### src/core/dic_pkg.sv
package dic_pkg;

  // channel count and data widths
  localparam int NCH = 8;
  localparam int MV_W = 19;
  localparam int THR_W = 11;
  localparam int DLY_W = 21;
  localparam int ELAP_W = 22;
  localparam int TALLY_W = 32;

  typedef logic [MV_W-1:0] dic_mv_t;
  typedef logic [THR_W-1:0] dic_thr_t;
  typedef logic [DLY_W-1:0] dic_dly_t;
  typedef logic [ELAP_W-1:0] dic_elap_t;
  typedef logic [TALLY_W-1:0] dic_tally_t;

  // timing
  localparam int CLK_PERIOD_NS = 100;
  localparam int MS_NS = 1_000_000;
  localparam int MS_CYCLES = (MS_NS + CLK_PERIOD_NS - 1) / CLK_PERIOD_NS;
  localparam logic [2:0] SCAN_LAST = 3'h4;
  localparam dic_elap_t AC_EXTRA_MS = 22'h00_001E;

  // threshold scaling: one step is 0.1 V, i.e. 100 mV; ac release is act/10
  localparam dic_mv_t MV_PER_THR_STEP = 19'h0_0064;
  localparam dic_mv_t MV_PER_AC_REL_STEP = 19'h0_000A;

  // values that firmware loads after reset, plus the tally's reset and clear value
  localparam dic_thr_t ACT_THR_DEF = 11'h370;
  localparam dic_thr_t REL_THR_DEF = 11'h258;
  localparam dic_dly_t RISE_DLY_DEF = 21'h00_0000;
  localparam dic_dly_t FALL_DLY_DEF = 21'h00_0000;
  localparam logic NC_DEF = 1'b0;
  localparam logic AC_DEF = 1'b0;
  localparam dic_tally_t TALLY_RST = 32'h0000_0000;

  // qualifier states, gray along low-rise-high-fall; bit 1 is the reported state
  typedef enum logic [1:0] {
    QS_LOW = 2'h0,
    QS_RISE = 2'h1,
    QS_HIGH = 2'h3,
    QS_FALL = 2'h2
  } dic_qual_e;

endpackage

### src/core/dic_top.sv
// How it works
// - polarity per channel, default normally open
// - no: above activation threshold gives active
// - nc: above activation threshold gives inactive
// - no: below release threshold gives inactive
// - nc: below release threshold gives active
// - rising state waits activation delay in ms
// - falling state waits drop-off delay in ms
// - ac mode adds thirty ms fall delay
// - ac mode: release equals activation over ten
// - 32-bit tally counts every reported rise
// - clear strobe zeroes that channel's tally, or sets it to one if a rise lands in the same cycle
// - measured voltage reported in millivolts
// - every setting held separately per channel
// - channels sampled once per 5 ms scan
// - eight independent channels
`timescale 1ns/1ns
module dic_top #(
  parameter int MS_CYCLES_P = dic_pkg::MS_CYCLES
) (
  // clock, reset, enable
  input wire logic i_clk,
  input wire logic i_reset,
  input wire logic i_ce,
  // measured channel voltages in mV
  input wire dic_pkg::dic_mv_t [dic_pkg::NCH-1:0] i_volt_mv,
  // per-channel settings
  input wire logic [dic_pkg::NCH-1:0] i_nc,
  input wire logic [dic_pkg::NCH-1:0] i_ac,
  input wire dic_pkg::dic_thr_t [dic_pkg::NCH-1:0] i_act_thr,
  input wire dic_pkg::dic_thr_t [dic_pkg::NCH-1:0] i_rel_thr,
  input wire dic_pkg::dic_dly_t [dic_pkg::NCH-1:0] i_rise_dly_ms,
  input wire dic_pkg::dic_dly_t [dic_pkg::NCH-1:0] i_fall_qualify_delay_ms,
  // per-channel commands
  input wire logic [dic_pkg::NCH-1:0] i_tally_clear,
  // conditioned state and status
  output logic [dic_pkg::NCH-1:0] o_state,
  output logic [dic_pkg::NCH-1:0] o_rise,
  output dic_pkg::dic_tally_t [dic_pkg::NCH-1:0] o_rise_transition_tally,
  output dic_pkg::dic_mv_t [dic_pkg::NCH-1:0] o_volt_mv,
  output logic o_scan_tick
);
  import dic_pkg::*;

  localparam int MS_W = $clog2(MS_CYCLES_P + 1);
  localparam logic [MS_W-1:0] MS_LAST = MS_W'(MS_CYCLES_P - 1);

  logic [MS_W-1:0] ms_cnt_reg;
  logic [2:0] scan_cnt_reg;
  logic ms_tick;
  logic scan_tick;
  logic [NCH-1:0] energized_reg;
  logic [NCH-1:0] raw;
  logic [NCH-1:0] rise;
  dic_tally_t [NCH-1:0] tally_reg;
  dic_mv_t [NCH-1:0] volt_reg;

  // millisecond base
  assign ms_tick = i_ce && (ms_cnt_reg == MS_LAST);

  always_ff @(posedge i_clk) begin
    if (i_reset) begin
      ms_cnt_reg <= '0;
    end else if (i_ce) begin
      if (ms_cnt_reg == MS_LAST) ms_cnt_reg <= '0;
      else ms_cnt_reg <= ms_cnt_reg + 1'b1;
    end
  end

  // scan every fifth ms tick
  assign scan_tick = ms_tick && (scan_cnt_reg == SCAN_LAST);

  always_ff @(posedge i_clk) begin
    if (i_reset) begin
      scan_cnt_reg <= '0;
    end else if (ms_tick) begin
      if (scan_cnt_reg == SCAN_LAST) scan_cnt_reg <= '0;
      else scan_cnt_reg <= scan_cnt_reg + 3'h1;
    end
  end

  assign o_scan_tick = scan_tick;

  genvar ch;
  generate
    for (ch = 0; ch < NCH; ch++) begin : g_ch
      dic_mv_t act_mv;
      dic_mv_t rel_prog_mv;
      dic_mv_t rel_ac_mv;
      dic_mv_t rel_mv;

      assign act_mv = MV_W'(i_act_thr[ch]) * MV_PER_THR_STEP;
      assign rel_prog_mv = MV_W'(i_rel_thr[ch]) * MV_PER_THR_STEP;
      assign rel_ac_mv = MV_W'(i_act_thr[ch]) * MV_PER_AC_REL_STEP;
      assign rel_mv = i_ac[ch] ? rel_ac_mv : rel_prog_mv;

      // energized level with hysteresis; activation wins on misordered thresholds
      always_ff @(posedge i_clk) begin
        if (i_reset) begin
          energized_reg[ch] <= 1'b0;
        end else if (scan_tick) begin
          if (i_volt_mv[ch] > act_mv) energized_reg[ch] <= 1'b1;
          else if (i_volt_mv[ch] < rel_mv) energized_reg[ch] <= 1'b0;
        end
      end

      assign raw[ch] = energized_reg[ch] ^ i_nc[ch];

      dic_qualify u_qualify (
        .i_clk(i_clk),
        .i_reset(i_reset),
        .i_ce(i_ce),
        .i_ms_tick(ms_tick),
        .i_scan_tick(scan_tick),
        .i_raw(raw[ch]),
        .i_ac(i_ac[ch]),
        .i_rise_dly(i_rise_dly_ms[ch]),
        .i_fall_dly(i_fall_qualify_delay_ms[ch]),
        .o_state(o_state[ch]),
        .o_rise(rise[ch])
      );

      // a rise in the same cycle as a clear is still counted
      always_ff @(posedge i_clk) begin
        if (i_reset) begin
          tally_reg[ch] <= TALLY_RST;
        end else if (i_ce) begin
          if (i_tally_clear[ch]) tally_reg[ch] <= rise[ch] ? 32'h0000_0001 : TALLY_RST;
          else if (rise[ch]) tally_reg[ch] <= tally_reg[ch] + 32'h0000_0001;
        end
      end

      always_ff @(posedge i_clk) begin
        if (i_reset) begin
          volt_reg[ch] <= '0;
        end else if (scan_tick) begin
          volt_reg[ch] <= i_volt_mv[ch];
        end
      end

    end
  endgenerate

  assign o_rise = rise;
  assign o_rise_transition_tally = tally_reg;
  assign o_volt_mv = volt_reg;
endmodule // dic_top

### src/core/dic_qualify.sv
`timescale 1ns/1ns
module dic_qualify (
  // clock and reset
  input wire logic i_clk,
  input wire logic i_reset,
  input wire logic i_ce,
  // timing strobes
  input wire logic i_ms_tick,
  input wire logic i_scan_tick,
  // raw state and settings
  input wire logic i_raw,
  input wire logic i_ac,
  input wire dic_pkg::dic_dly_t i_rise_dly,
  input wire dic_pkg::dic_dly_t i_fall_dly,
  // qualified state
  output logic o_state,
  output logic o_rise
);
  import dic_pkg::*;

  dic_qual_e state_reg;
  dic_qual_e state_next;
  dic_elap_t elapsed_reg;
  dic_elap_t rise_lim;
  dic_elap_t fall_lim;
  logic rise_reg;

  assign rise_lim = ELAP_W'(i_rise_dly);
  assign fall_lim = ELAP_W'(i_fall_dly) + (i_ac ? AC_EXTRA_MS : '0);

  always_comb begin
    state_next = state_reg;
    if (i_scan_tick) begin
      unique case (state_reg)
        QS_LOW: if (i_raw) state_next = (rise_lim == '0) ? QS_HIGH : QS_RISE;
        QS_RISE: begin
          if (!i_raw) state_next = QS_LOW;
          else if (elapsed_reg >= rise_lim) state_next = QS_HIGH;
        end
        QS_HIGH: if (!i_raw) state_next = (fall_lim == '0) ? QS_LOW : QS_FALL;
        QS_FALL: begin
          if (i_raw) state_next = QS_HIGH;
          else if (elapsed_reg >= fall_lim) state_next = QS_LOW;
        end
      endcase
    end
  end

  always_ff @(posedge i_clk) begin
    if (i_reset) begin
      state_reg <= QS_LOW;
    end else if (i_ce) begin
      state_reg <= state_next;
    end
  end

  // pending time in ms; only runs while a change waits to qualify
  always_ff @(posedge i_clk) begin
    if (i_reset) begin
      elapsed_reg <= '0;
    end else if (i_ce) begin
      if (state_reg == QS_LOW || state_reg == QS_HIGH) elapsed_reg <= '0;
      else if (i_ms_tick) elapsed_reg <= elapsed_reg + 22'h00_0001;
    end
  end

  always_ff @(posedge i_clk) begin
    if (i_reset) begin
      rise_reg <= 1'b0;
    end else if (i_ce) begin
      rise_reg <= state_next[1] & ~state_reg[1];
    end
  end

  assign o_state = state_reg[1];
  assign o_rise = rise_reg;
endmodule // dic_qualify

### config.mk
export PLATFORM = sky130hd
export DESIGN_NAME = dic_top
export DESIGN_NICKNAME = d
export VERILOG_FILES = /design/src/core/dic_pkg.sv /design/src/core/dic_top.sv /design/src/core/dic_qualify.sv
export SDC_FILE = /design/constraint.sdc
export NUM_CORES = 2
export LEC_CHECK = 0
export BUFFER_PORTS_ARGS = -buffer_cell sky130_fd_sc_hd__buf_2
export CORE_AREA = 2 2 436 438
export CTS_BUF_LIST = sky130_fd_sc_hd__clkbuf_16
export CTS_CLUSTER_SIZE = 28
export DETAILED_ROUTE_END_ITERATION = 10
export DIE_AREA = 0 0 438 440
export SYNTH_ARGS = -nofsm -noshare
export SYNTH_HDL_FRONTEND = slang
export SYNTH_SLANG_ARGS = --single-unit
### constraint.sdc
create_clock -name i_clk -period 11.4 [get_ports i_clk]
set_input_delay 0.57 -clock i_clk [delete_from_list [all_inputs] [get_ports i_clk]]
set_output_delay 0.57 -clock i_clk [all_outputs]
set_load 0.03 [all_outputs]
==> metrics.md <==
| Metric | Value |
|---|---|
| Crit Reg-Reg Endpoint | `g_ch[6].u_qualify.o_rise$_SDFFE_PP0P_` |
| Sequential element share of the synthesized area | `19.35%` |
| Total track usage | `24.57%` |
| Yosys top cell area share | `27.34%` |
| Maximum fanout along the worst path | `3` |
| Finished Layout Cells | `11,750` |
| Final hold viol count | `0` |
| TritonCTS Buffers | `84` |
| CTS root buf | `clkbuf_16` |
| HP Class | `primary input to register` |
| Via count | `62,220` |
| Skew final | `0.05225 ns` |
| Post-DP HPWL | `205,800 um` |
| Crit path launch | `i_rel_thr[46]` |
| Die Wd | `438 um` |
| Worst Path Buf+Inv | `1` |
| Synth warn | `0` |
| Worst relative slew slack | `11.83%` |
| Max Slew Vio Count | `0` |
| Multi-input logic area | `49,330 um^2` |
| Clock Sinks | `633` |
| Nets | `11,330` |
| CTS Hold Buffers Added | `0` |
| Row count | `160` |
| CP Depth | `18` |
| Critical Path End Type | `register` |
| Clk buf depth | `3` |
| Crit share post-route | `39.82%` |
| Vias in the first global route | `60,020` |
| RSZ-0062 raised after global routing | `false` |
| Post-synthesis cell count | `8,044` |
| Peak supply drop | `105.5 uV` |
| Worst-path clk slew | `0.06 ns` |
| Die ar. | `192,700 um^2` |
| Leading post-synthesis cells by cell area | `ha_1 27%, dfxtp_1 19%, xor2_1 5.8%, a21oi_1 4.7%, nand2_1 4.5%` |
| I/O pins | `1,116` |
| Final setup TNS | `0 ns` |
| Total Wirelength | `246,300 um` |
| Data arrival, critical path | `5.13 ns` |
| Final min period | `4.539 ns` |
| Leakage Power | `37.83 nW` |
| Ys async rst share | `0%` |
| Total gr overflow | `0` |
| Post-layout util | `40.68%` |
| Synthesis-stage register bit count | `633` |
| Initial Utilization | `34.73%` |
| Max cap viols | `0` |
| Setup violators final | `0` |
| Status | `completed` |
| Fillers | `19,380` |
| Initial antenna violation count | `133` |
| Share of cells above drive strength 1 | `14.85%` |
| DRC Markers | `0` |
| R2R setup slack | `7.46 ns` |
| Register-to-Register Path Depth | `10` |
| Critical Path End | `energized_reg[4]$_SDFFE_PP0P_` |
| RePlAce Congestion | `0.9644` |
| Area Overhead vs Synth | `17.16%` |
| Max Fclk | `220.3 MHz` |
| Avg Cell Area, Syn | `8.141 um^2` |
| First-pass GRT wire length | `364,900 um` |
| WP data required | `11.99 ns` |
| Pwr Density | `101.4 nW/um^2` |
| Largest net degree at the start of global routing | `81` |
| Critical Path Start Type | `primary input` |
| Synth area leader | `ha_1` |
| Reg2reg start | `ms_cnt_reg[0]$_SDFFE_PP0P_` |
| Synth Cell Area | `65,490 um^2` |
| WS Path Type | `primary input to register` |
| Worst Max-Slew Pin Slew | `1.314 ns` |
| Post-DRT Antenna Nets | `0` |
| DR vias/cell | `5.296` |
| H-tree depth | `3` |
| Number of flip-flops in the largest register | `256` |
| Cell family with the largest share of critical-path delay | `compound AO/OA/AOI/OAI gates` |
| DRT Pass-1 Iters | `5` |
| Wire per inst | `20.97 um` |
| Core box area | `188,600 um^2` |
| Worst Hold Path Cells | `3` |
| Starting DRT DRC Count | `3,375` |
| CTS tree | `yes` |
| Port bufs | `1,115` |
| Resized cells post-CTS | `0` |
| CP peak stage delay | `0.64 ns` |
| Clk Latency, worst-skew pair | `0.74 ns` |
| Reg area | `12,670 um^2` |
| CP cell instances | `buf_2, ha_1, ha_1, fa_1, ha_1, a21oi_1, o21bai_1, a2111oi_0, o31ai_1, a21o_1, a21oi_1, xnor2_1, nand2_1, ha_1, a2111oi_0, o21ai_0, nand3_1, o21ai_0` |
| Setup Fix Bufs, Post-CTS | `0` |
| DP Cell Count | `11,520` |
| Prevailing post-synth register cell | `dfxtp_1` |
| Yosys cell types | `96` |
| Worst path most repeated cell | `ha_1` |
| Syn_nets | `10,280` |
| Number of enable flip-flop cells after synthesis | `0` |
| Hold slack | `0.09410 ns` |
| DIE HEIGHT | `440 um` |
| Slowest cell on crit path | `a2111oi_0` |
[layer usage]
layer	routed length (um)	up-vias	part of all wire, %	global-route usage, %
li1	-	30520	-	-
met1	97160	29340	39	27.87
met2	120000	1809	49	42.70
met3	15340	500	6.2	5.026
met4	13450	54	5.5	14.09
met5	376	-	0.15	0
[per-stage QoR]
| step | worst slack, ns | power (mW) | cell area, um^2 |
|---|---|---|---|
| after global routing | 6.365 | 8.355 | 76670 |
| final | 6.861 | 7.779 | 76720 |
| after detailed placement | 6.151 | 5.067 | 73750 |
| after CTS | 6.783 | 7.874 | 76510 |
| after global placement | 6.110 | 4.998 | 73750 |
| after floorplan | 6.771 | 4.273 | 65490 |
[worst min path at each step]
stage / endpoint / startpoint
floorplan: scan_cnt_reg[1]$_SDFFE_PP0P_ / scan_cnt_reg[1]$_SDFFE_PP0P_
global placement: o_volt_mv[120]$_SDFFE_PP0P_ / o_volt_mv[120]$_SDFFE_PP0P_
detailed placement: o_volt_mv[47]$_SDFFE_PP0P_ / o_volt_mv[47]$_SDFFE_PP0P_
CTS: o_volt_mv[0]$_SDFFE_PP0P_ / i_volt_mv[0]
global route: o_volt_mv[0]$_SDFFE_PP0P_ / i_volt_mv[0]
finish: o_volt_mv[0]$_SDFFE_PP0P_ / i_volt_mv[0]
[report_power, final]
part | switching (mW) | internal [mW] | total (mW)
clock network | 1.19 | 1.55 | 2.74
logic | 1.59 | 1.24 | 2.83
registers | 0.000665 | 2.21 | 2.21
total | 2.77 | 5.00 | 7.78
[cells in the mapped netlist (45+ instances only)]
cell type  count
nor2_1       644
nand2b_1      68
and3_1       142
clkbuf_1     142
xnor2_1      260
nor3_1       111
nand2_1      788
nand4_1      167
o21ai_0      345
dfxtp_1      633
nor4_1        49
or3_1         73
xor2_1       432
and4_1        50
o21a_1        59
a211oi_1      59
a31oi_1       46
a21o_1       218
a21oi_1      616
nand3_1      213
inv_1        743
nor2b_1       86
o21bai_1      49
ha_1        1431
fa_1         112
mux2i_1       45
[area by class of cell]
class	count	area share [%]
clock inverter	63	0.8285
antenna	82	0.2675
tap	2511	4.095
inverter	745	3.647
multi-input combinational	6487	64.30
sequential	633	16.52
timing repair buffer	1144	7.570
clock buffer	85	2.772
[cell families after synthesis]
family,count (synthesis),synth area share [%]
simple gates,2556,18.93
buf+inv,924,5.409
mux,51,0.7910
flops,633,19.35
compound gates,1645,15.50
xor+xnor,692,9.255
fa+ha+maj,1543,30.77
[tightest hold or removal path, cell delays in order]
cell and delay (ns):
buf_2 0.11, nand2_1 0.05, a21oi_1 0.05
[placed cells by master, fill, tap and decap left out, types with 141 or more instances in the layout]
cell     instances
nand4_1        167
xnor2_1        260
nand2_1        788
dfxtp_1        633
nand3_1        213
a21o_1         218
ha_1          1431
a21oi_1        616
o21ai_0        337
xor2_1         432
nor2_1         642
inv_1          759
buf_2         1114
and3_1         141
Power figures use the tool's default switching activity.
